## config.mk

```make
export PLATFORM = sky130hd
export DESIGN_NAME = fram_ecc_error_reporting
export DESIGN_NICKNAME = d
export VERILOG_FILES = /design/src/core/fram_ecc_pkg.sv /design/src/core/fram_ecc_error_reporting.sv
export VERILOG_INCLUDE_DIRS = /design/src /design/src/core
export SDC_FILE = /design/constraint.sdc
export NUM_CORES = 1
export LEC_CHECK = 0
export ABC_AREA = 1
export ABC_CLOCK_PERIOD_IN_PS = 4400
export BUFFER_PORTS_ARGS = -buffer_cell sky130_fd_sc_hd__buf_2
export CORE_MARGIN = 3
export CORE_UTILIZATION = 30
export CTS_BUF_LIST = sky130_fd_sc_hd__clkbuf_8
export DETAILED_ROUTE_END_ITERATION = 7
export GPL_ROUTABILITY_DRIVEN = 0
export GPL_TIMING_DRIVEN = 0
export SYNTH_ARGS = -nofsm -noshare
export SYNTH_HDL_FRONTEND = slang
export SYNTH_SLANG_ARGS = --single-unit
```

## constraint.sdc

```tcl
create_clock -name clk_i -period 4.4 [get_ports clk_i]
set_input_delay 0.22 -clock clk_i [delete_from_list [all_inputs] [get_ports clk_i]]
set_output_delay 0.22 -clock clk_i [all_outputs]
set_load 0.02 [all_outputs]
```

## src/core/fram_ecc_cfg.svh

```systemverilog
// Constants of the double-bit error reporting block.
`ifndef FRAM_ECC_CFG_SVH
`define FRAM_ECC_CFG_SVH

// ----------------------------------------------------------------
// Command opcodes
// ----------------------------------------------------------------
`define OP_UNIT_STATUS_READ 8'h19
`define OP_CLEAR_ECC 8'h1b
`define OP_CRC_COMPUTE 8'h5b
`define OP_CRC_SUSPEND 8'h75
`define OP_CRC_RESUME 8'h7a
`define OP_READ_ANY_REGISTER 8'h65

// ----------------------------------------------------------------
// Field positions and widths
// ----------------------------------------------------------------
`define DUAL_BIT_DETECT_POS 4
`define UNIT_DUAL_ERROR_POS 3
`define UNIT_OFFSET_BITS 3
`define OPCODE_BITS 5'h08
`define ADDR_BITS 5'h18
`define STATUS_BITS 4'h8

// ----------------------------------------------------------------
// Reset values and counter limit
// ----------------------------------------------------------------
`define DUAL_ERROR_COUNT_RST 16'h0000
`define DUAL_ERROR_COUNT_MAX 16'hffff
`define FIRST_ERROR_ADDRESS_RST 32'h0000_0000

`endif

```

## src/core/fram_ecc_pkg.sv

```systemverilog
// Types of the double-bit error reporting block.
package fram_ecc_pkg;
	typedef enum logic [2:0] {
		ST_OPCODE = 3'b000,
		ST_ADDR = 3'b001,
		ST_DUMMY = 3'b010,
		ST_DATA = 3'b011,
		ST_REST = 3'b100
	} link_state_t;
endpackage

```

## src/core/fram_ecc_error_reporting.sv

```systemverilog
// Double-bit error reporting and ECC command handling of the serial memory.
`timescale 1ns/1ns
`default_nettype none
`include "fram_ecc_cfg.svh"
// Function
// - Double-bit read error sets status bit 4; clear-ECC command clears it.
// - A 16-bit volatile counter counts each double-bit error on array reads.
// - The counter stops at 0xFFFF and never wraps.
// - Deep power-down discards the counter; it reads 0x0000 after exit.
// - Any reset starts the counter again from 0x0000.
// - A 32-bit trap keeps the first failing unit address until cleared.
// - Deep power-down discards the trap; it reads zero after exit.
// - Counter and trap are driven only on output ports; the read-any-register opcode 65h is not decoded.
// - Opcode 19h is the unit status read, 1Bh is clear-ECC.
// - Status read takes a 3-byte address; low three bits are ignored.
// - After the address, wait latency-code dummy cycles, then shift eight status bits.
// - Host ends status read after eight bits; further clocks shift out zeros.
// - Status byte bit 3 marks a double-bit error in the unit; others zero.
// - Clear-ECC clears the flag, the trap and the counter together.
// - Clear-ECC runs without regard to the write enable latch.
// - The CRC engine covers only the main array, not sector or registers.
// - Opcodes 5Bh, 75h and 7Ah start, suspend and resume CRC.
// - ECC works on 8-byte units; single-bit errors are corrected silently.
// - Status register is driven on ecc_status_reg_o, not read through 65h, and cleared by resets or clear-ECC.
module fram_ecc_error_reporting (
	input wire logic clk_i,
	input wire logic nrst_i,
	input wire logic cs_n_i,
	input wire logic sck_i,
	input wire logic mosi_i,
	output logic miso_o,
	output logic miso_oe_o,
	input wire logic [3:0] memory_latency_code_i,
	input wire logic dual_error_event_i,
	input wire logic [23:0] dual_error_unit_addr_i,
	input wire logic soft_reset_i,
	input wire logic deep_power_down_i,
	output logic [23:0] unit_query_addr_o,
	input wire logic unit_query_dual_error_i,
	output logic [7:0] ecc_status_reg_o,
	output logic [15:0] dual_error_count_o,
	output logic [31:0] first_error_address_o,
	output logic crc_compute_cmd_o,
	output logic crc_suspend_cmd_o,
	output logic crc_resume_cmd_o
);

	// ----------------------------------------------------------------
	// Link synchronisers
	// ----------------------------------------------------------------
	logic cs_m_q, cs_s_q, sck_m_q, sck_s_q, sck_p_q, mosi_m_q, mosi_s_q;
	logic sck_rise, sck_fall;

	always_ff @(posedge clk_i or negedge nrst_i) begin
		if (!nrst_i) begin
			cs_m_q <= 1'b1;
			cs_s_q <= 1'b1;
			sck_m_q <= 1'b0;
			sck_s_q <= 1'b0;
			sck_p_q <= 1'b0;
			mosi_m_q <= 1'b0;
			mosi_s_q <= 1'b0;
		end else begin
			cs_m_q <= cs_n_i;
			cs_s_q <= cs_m_q;
			sck_m_q <= sck_i;
			sck_s_q <= sck_m_q;
			sck_p_q <= sck_s_q;
			mosi_m_q <= mosi_i;
			mosi_s_q <= mosi_m_q;
		end
	end

	assign sck_rise = sck_s_q & ~sck_p_q;
	assign sck_fall = ~sck_s_q & sck_p_q;

	// ----------------------------------------------------------------
	// Command decoder and status shifter
	// ----------------------------------------------------------------
	fram_ecc_pkg::link_state_t state_q, state_d;
	logic [23:0] shift_q, shift_d, query_q, query_d;
	logic [4:0] bit_cnt_q, bit_cnt_d;
	logic [3:0] out_cnt_q, out_cnt_d;
	logic [7:0] out_q, out_d;
	logic miso_q, miso_d, oe_q, oe_d;
	logic clear_q, clear_d, crc_compute_cmd_q, crc_compute_cmd_d, crcs_q, crcs_d, crcr_q, crcr_d;
	logic [23:0] shift_in;
	logic [7:0] status_byte;

	assign shift_in = {shift_q[22:0], mosi_s_q};
	assign status_byte = {4'h0, unit_query_dual_error_i, 3'h0};

	always_comb begin
		state_d = state_q;
		shift_d = shift_q;
		query_d = query_q;
		bit_cnt_d = bit_cnt_q;
		out_cnt_d = out_cnt_q;
		out_d = out_q;
		miso_d = miso_q;
		oe_d = oe_q;
		clear_d = 1'b0;
		crc_compute_cmd_d = 1'b0;
		crcs_d = 1'b0;
		crcr_d = 1'b0;
		if (cs_s_q) begin
			state_d = fram_ecc_pkg::ST_OPCODE;
			bit_cnt_d = 5'h00;
			out_cnt_d = 4'h0;
			miso_d = 1'b0;
			oe_d = 1'b0;
		end else if (sck_rise) begin
			case (state_q)
				fram_ecc_pkg::ST_OPCODE: begin
					shift_d = shift_in;
					bit_cnt_d = bit_cnt_q + 5'h01;
					if (bit_cnt_d == `OPCODE_BITS) begin
						bit_cnt_d = 5'h00;
						state_d = fram_ecc_pkg::ST_REST;
						case (shift_in[7:0])
							`OP_UNIT_STATUS_READ: state_d = fram_ecc_pkg::ST_ADDR;
							`OP_CLEAR_ECC: clear_d = 1'b1;
							`OP_CRC_COMPUTE: crc_compute_cmd_d = 1'b1;
							`OP_CRC_SUSPEND: crcs_d = 1'b1;
							`OP_CRC_RESUME: crcr_d = 1'b1;
							default: state_d = fram_ecc_pkg::ST_REST;
						endcase
					end
				end
				fram_ecc_pkg::ST_ADDR: begin
					shift_d = shift_in;
					bit_cnt_d = bit_cnt_q + 5'h01;
					if (bit_cnt_d == `ADDR_BITS) begin
						bit_cnt_d = 5'h00;
						query_d = {shift_in[23:`UNIT_OFFSET_BITS], 3'h0};
						if (memory_latency_code_i == 4'h0) begin
							state_d = fram_ecc_pkg::ST_DATA;
						end else begin
							state_d = fram_ecc_pkg::ST_DUMMY;
						end
					end
				end
				fram_ecc_pkg::ST_DUMMY: begin
					bit_cnt_d = bit_cnt_q + 5'h01;
					if (bit_cnt_d[3:0] == memory_latency_code_i) begin
						state_d = fram_ecc_pkg::ST_DATA;
					end
				end
				default: state_d = state_q;
			endcase
		end else if (sck_fall && state_q == fram_ecc_pkg::ST_DATA) begin
			oe_d = 1'b1;
			if (out_cnt_q == 4'h0) begin
				miso_d = status_byte[7];
				out_d = {status_byte[6:0], 1'b0};
			end else begin
				miso_d = out_q[7];
				out_d = {out_q[6:0], 1'b0};
			end
			if (out_cnt_q != `STATUS_BITS) begin
				out_cnt_d = out_cnt_q + 4'h1;
			end
		end
	end

	always_ff @(posedge clk_i or negedge nrst_i) begin
		if (!nrst_i) begin
			state_q <= fram_ecc_pkg::ST_OPCODE;
			shift_q <= 24'h00_0000;
			query_q <= 24'h00_0000;
			bit_cnt_q <= 5'h00;
			out_cnt_q <= 4'h0;
			out_q <= 8'h00;
			miso_q <= 1'b0;
			oe_q <= 1'b0;
			clear_q <= 1'b0;
			crc_compute_cmd_q <= 1'b0;
			crcs_q <= 1'b0;
			crcr_q <= 1'b0;
		end else begin
			state_q <= state_d;
			shift_q <= shift_d;
			query_q <= query_d;
			bit_cnt_q <= bit_cnt_d;
			out_cnt_q <= out_cnt_d;
			out_q <= out_d;
			miso_q <= miso_d;
			oe_q <= oe_d;
			clear_q <= clear_d;
			crc_compute_cmd_q <= crc_compute_cmd_d;
			crcs_q <= crcs_d;
			crcr_q <= crcr_d;
		end
	end

	// ----------------------------------------------------------------
	// Error flag, counter and address trap
	// ----------------------------------------------------------------
	logic flag_q, flag_d;
	logic [15:0] count_q, count_d;
	logic [31:0] trap_q, trap_d;
	logic event_ok;

	assign event_ok = dual_error_event_i & ~deep_power_down_i & ~soft_reset_i;

	always_comb begin
		flag_d = flag_q;
		count_d = count_q;
		trap_d = trap_q;
		if (deep_power_down_i) begin
			flag_d = 1'b0;
			count_d = `DUAL_ERROR_COUNT_RST;
			trap_d = `FIRST_ERROR_ADDRESS_RST;
		end else if (soft_reset_i) begin
			flag_d = 1'b0;
			count_d = `DUAL_ERROR_COUNT_RST;
			trap_d = `FIRST_ERROR_ADDRESS_RST;
		end else begin
			if (clear_q) begin
				flag_d = 1'b0;
				count_d = `DUAL_ERROR_COUNT_RST;
				trap_d = `FIRST_ERROR_ADDRESS_RST;
			end
			if (event_ok) begin
				flag_d = 1'b1;
				if (count_d != `DUAL_ERROR_COUNT_MAX) begin
					count_d = count_d + 16'h0001;
				end
				if (!flag_q || clear_q) begin
					trap_d = {8'h00, dual_error_unit_addr_i};
				end
			end
		end
	end

	always_ff @(posedge clk_i or negedge nrst_i) begin
		if (!nrst_i) begin
			flag_q <= 1'b0;
			count_q <= `DUAL_ERROR_COUNT_RST;
			trap_q <= `FIRST_ERROR_ADDRESS_RST;
		end else begin
			flag_q <= flag_d;
			count_q <= count_d;
			trap_q <= trap_d;
		end
	end

	// ----------------------------------------------------------------
	// Outputs
	// ----------------------------------------------------------------
	assign miso_o = miso_q;
	assign miso_oe_o = oe_q;
	assign unit_query_addr_o = query_q;
	assign ecc_status_reg_o = {3'h0, flag_q, 4'h0};
	assign dual_error_count_o = count_q;
	assign first_error_address_o = trap_q;
	assign crc_compute_cmd_o = crc_compute_cmd_q;
	assign crc_suspend_cmd_o = crcs_q;
	assign crc_resume_cmd_o = crcr_q;
endmodule
`default_nettype wire

```

== Word-level counts from Yosys, hierarchy flattened ==
Cells that the tools add are included.

* Output and inout port bits: 85
* Flip-flop bits (word level): 126

* Equal/unequal tests: 17
* Muxes and demuxes: 61
* Reductions and logical operators: 19
* $add $sub $neg: 3
* Bitwise logic cells: 10

{| class="wikitable"
|+ Operators with widths
! kind !! number
|-
| 32-bit two-way mux || 5
|-
| 16-bit two-way mux || 7
|-
| 1-bit two-way mux || 32
|-
| 8-bit by 7-bit == test with 1-bit output, second input constant || 3
|-
| 5-bit two-way mux || 4
|-
| 3-bit two-way mux || 6
|-
| 16-bit by 1-bit adder with 16-bit output, second input constant || 1
|-
| 8-bit by 5-bit == test with 1-bit output, second input constant || 2
|-
| 4-bit two-way mux || 4
|-
| 16-bit inequality test, second input constant || 1
|-
| 5-bit case mux with 3 select lines || 1
|-
| 3-bit inequality test, second input constant || 3
|-
| 3-bit case mux with 3 select lines || 1
|-
| 3-bit AND reduction || 3
|-
| 4-bit zero test || 2
|-
| 8-bit two-way mux || 1
|-
| 4-bit nonzero test || 2
|-
| 3-bit by 2-bit == test with 1-bit output, second input constant || 2
|-
| 1-bit inverter || 6
|-
| 2-bit nonzero test || 3
|-
| 5-bit by 1-bit adder with 5-bit output, second input constant || 1
|-
| 5-bit by 4-bit == test with 1-bit output, second input constant || 1
|-
| 5-bit == test, second input constant || 1
|-
| 5-bit AND reduction || 1
|-
| other kinds (13) || 17
|}

== Logic depth before layout (Yosys ltp) ==
* Word-level depth: 8
* Depth in mapped cells: 14

== Worst setup path before layout ==
OpenSTA, ideal clock, no wires.

* Kind: flip-flop to flip-flop
* Start: register clear_q
* End: register count_q[14], in the netlist dual_error_count_o[14]
* Arrival time: 1.836 ns
* Buffers on the path: 2
* Stages on the path, launching flop included: 14
* Period minus slack after synthesis: 1.950 ns
* Path slack: 2.450 ns
* Setup time: 0.114 ns
* Cells stage by stage: dfrtp_1 > clkinv_2 > buf_6 > buf_4 > nand2_1 > inv_1 > ha_1 > nand4_2 > nor2_4 > nand2_1 > nor3_2 > nand4_1 > nand2_1 > nor2_1

* Word-level cells in the longest chain between the ends: 8
* Elaborated cells on any way between the ends: 9
* Those cells by class: 1 x add/sub; 1 x eq/ne; 7 x mux

{| class="wikitable"
|+ RTL lines
! item !! line !! RTL
|-
| start, declared || fram_ecc_error_reporting.sv:86 || <nowiki>logic clear_q, clear_d, crc_compute_cmd_q, crc_compute_cmd_d, crcs_q, crcs_d, crcr_q, crcr_d;</nowiki>
|-
| start signal, assigned || fram_ecc_error_reporting.sv:189 || <nowiki>clear_q <= clear_d;</nowiki>
|-
| 16-bit two-way mux (*) || fram_ecc_error_reporting.sv:219 || <nowiki>if (clear_q) begin</nowiki>
|-
| 16-bit two-way mux (*) || fram_ecc_error_reporting.sv:214 || <nowiki>end else if (soft_reset_i) begin</nowiki>
|-
| 16-bit two-way mux (*) || fram_ecc_error_reporting.sv:210 || <nowiki>if (deep_power_down_i) begin</nowiki>
|-
| 16-bit by 1-bit adder with 16-bit output / 16-bit inequality test (equally long branches) || - ||
|-
| 16-bit two-way mux || fram_ecc_error_reporting.sv:226 || <nowiki>if (count_d != `DUAL_ERROR_COUNT_MAX) begin</nowiki>
|-
| 16-bit two-way mux (*) || fram_ecc_error_reporting.sv:224 || <nowiki>if (event_ok) begin</nowiki>
|-
| 16-bit two-way mux (*) || fram_ecc_error_reporting.sv:214 ||
|-
| 16-bit two-way mux (*) || fram_ecc_error_reporting.sv:210 ||
|-
| named net count_d[14] || fram_ecc_error_reporting.sv:200 || <nowiki>logic [15:0] count_q, count_d;</nowiki>
|-
| end signal, assigned || fram_ecc_error_reporting.sv:239 || <nowiki>count_q <= `DUAL_ERROR_COUNT_RST;</nowiki>
|-
| end signal, assigned || fram_ecc_error_reporting.sv:243 || <nowiki>count_q <= count_d;</nowiki>
|-
| end, declared || fram_ecc_error_reporting.sv:200 ||
|}

The timed path passes the listed nets; every way through them passes the cells marked *. The select of a mux whose other input is x is not followed.
A chain may end at the register's enable or synchronous reset.

== Worst setup path after layout ==
* Start: register clear_q
* End: register count_q[9], in the netlist dual_error_count_o[9]

The elaborated chain is that of the path after synthesis.

==> flow_summary.ini <==
[cells_and_area]
fin_nets = 861
nFillCells = 1887
syn_to_final_growth_pct = 24.32
drive_gt1_frac = 0.2437
multiInputGateArea_um2 = 2147
n_antenna_cell = 0
regArea_um2 = 3055

[detailed_routing]
wl_per_cell_um = 13.40
postRouteAntennaNets = 0
viasPerCell = 4.609
routed-via-count = 4895
drt-initial-drc-count = 199
drt_pre_antenna_iters = 4
finalWirelength_um = 14230
drc_errors = 0

[power_and_ir_drop]
power_mw = 2.602
vdd_drop_max_mv = 0.2993
p_per_area_nw_per_um2 = 365.2
leakage_nw = 3.547

[grt]
grt_start_max_net_pins = 67
antenna_found_initial = 0
grt_overflow = 0
grt_first_pass_wirelength_um = 23080
grt_pass1_vias = 4679
track_usage = 0.1389

[yosys]
synthTopCellsByArea = dfrtp_1, nand2_1, inv_1
synth.area.mux_share = 0.001965
synth_compound_area_frac = 0.1059
yosysTopAreaCellShare = 0.5239
ys_seq_area_frac = 0.5331
synth_top_family_by_area = simple AND/OR/NAND/NOR gates
synthSimpleGateAreaFrac = 0.2484
synthAdderAreaFrac = 0.008732
yosysUniqueCellTypes = 38
netlist_top_cells_count = nand2_1, dfrtp_1, inv_1
synth_xor_area_frac = 0.003056
syn_inst = 674
synth_ff_type = dfrtp_1
synth_area_um2 = 5732
synth-seq-cells = 122
post-synth-top-area-cell = dfrtp_1
yosysMostFrequentCell = nand2_1
syn_avg_cell_area_um2 = 8.504
ys_warn_count = 0
synth_edf_count = 0
synth-async-reset-ratio = 1.000

[die]
die_area_um2 = 20800
dieWidth_um = 144.2
core_um2 = 18390
die_h_um = 144.2
rows = 49
ios = 122
initial_core_util = 0.3116

[setup_path]
max_stage_delay_ps = 400
crit_top_cell = buf_6
end_kind = register
worst-path-buf-inv = 5
r2r_start = clear_q
reg2reg_slack_ps = 2060
critPathLaunch = clear_q
worstPathMaxFanout = 10
worstSetupStartpointType = register
critPathKind = reg -> reg
required_ps = 4770
slowest_stage = dfrtp_1
cp_cell_sequence = clkinv_2 -> buf_6 -> buf_4 -> nand2_1 -> inv_1 -> ha_1 -> nand4_2 -> nor2_4 -> nand4_4 -> nand2_4 -> buf_6 -> o21ai_1 -> a21oi_2
crit_family = simple AND/OR/NAND/NOR gates
cp.arrival_ps = 2710

[sta]
finalCritPeriodShare = 0.5314
fmax_mhz = 427.7
setup_violations = 0
worst_slew_pin_slew_ps = 584.4
fin_tns_setup_ps = 0
finalHoldViolCount = 0
worst_slack_ps = 2062
rsz0062_at_grt = false
period_needed_ps = 2338
maxSlewHeadroom = 0.6089
skew_ps = 7.580
slew_viol_final = 0

[place]
hpwl_um = 10080
io_buffers = 111
place_ws_ps = 2066

[clock_tree]
cts-buffers-inserted = 17
clock_path_buffers = 2
cts_tree = done
cts-root-buf = clkbuf_8
post_cts_buffers = 0
htreeDepth = 4
clkTransAtPathRegs_ps = 80
clkSinkCount = 122
clock_latency_ps = 440

[outcome]
status = finished, final reports clean

[worst_hold_path]
min_path_type = in -> reg
hp-start = dual_error_unit_addr_i[11]

[run]
maxCapViolations = 0
-- power breakdown --
group,internal [mW],switching (mW)
Clock,0.573,0.510
Sequential,1.18,0.0487
Combinational,0.0956,0.196
Total,1.85,0.755
-- worst min-delay path, delay by kind of cell --
kind            cells  cell delay, ps
compound gates      2             160
buf+inv             1              80
-- final timing paths --
path / endpoint / depth (start not counted)
max reg2reg: dual_error_count_o[9] / 13
max: dual_error_count_o[9] / 13
min: first_error_address_o[11] / 3
min reg2reg: sck_s_q / 0
min in group asynchronous: shift_q[15] / 2
max in group asynchronous: cs_s_q / 3
-- final cells by class --
type,instances,share of cell area
Inverter,84,0.04478
Clock inverter,15,0.02669
Buffer,37,0.03424
Multi-Input combinational cell,440,0.3013
Timing Repair Buffer,118,0.09113
Tap cell,229,0.04021
Sequential cell,122,0.4288
Clock buffer,17,0.03284
-- placed cells by master, fill, tap and decap left out, types with 9 or more instances in the layout --
cell	instances
inv_1	81
o21ai_0	59
nor3_1	11
nor2_1	46
a21oi_1	30
clkbuf_1	9
o21ai_1	29
nand3_1	57
buf_2	119
nand4_1	17
conb_1	10
dfrtp_1	120
buf_4	13
nand2_1	141
clkbuf_8	17
-- metal layers --
layer / share of wire / routed length [µm] / up-vias / global-route usage
met5: 0 / 0 / - / 0
met4: 0.015 / 216 / 0 / 0.05106
met3: 0.050 / 706 / 17 / 0.03307
met2: 0.48 / 6835 / 111 / 0.2293
met1: 0.45 / 6476 / 2303 / 0.1780
li1: - / - / 2464 / -
-- through the flow --
step / std cells / area (µm²) / utilization / hold slack, ps
6_report: 1062 / 7126 / 0.3874 / 62.16
5_1_grt: 1062 / 7126 / 0.3874 / 50.24
4_1_cts: 1062 / 7126 / 0.3874 / 32.94
3_5_place_dp: 1024 / 6641 / 0.3611 / 235.5
3_3_place_gp: 1023 / 6608 / 0.3593 / 325.4
2_1_floorplan: 683 / 5766 / - / -75.59
-- registers in the layout, indices dropped and copies added, names as in the netlist, 3 cells and up --
register,count
dual_error_count_o,16
out_q,4
unit_query_addr_o,21
out_cnt_q,4
state_q,3
first_error_address_o,32
bit_cnt_q,5
shift_q,23
-- kinds of logic (layout without fill, tap and decap cells) --
logic type | after synthesis | in the layout
AO/OA/AOI/OAI | 120 | 120
XOR/XNOR | 2 | 2
adder cells (fa/ha/maj) | 4 | 4
buffers and inverters | 121 | 271
flip-flops | 122 | 122
multiplexers | 1 | 1
other | 1 | 10
AND/OR/NAND/NOR | 303 | 303
-- timing repair --
item	CTS	global route
endpoints found under the hold margin	62	0
hold buffers	6	0
resized for setup	0	0
Power figures use the tool's default switching activity.
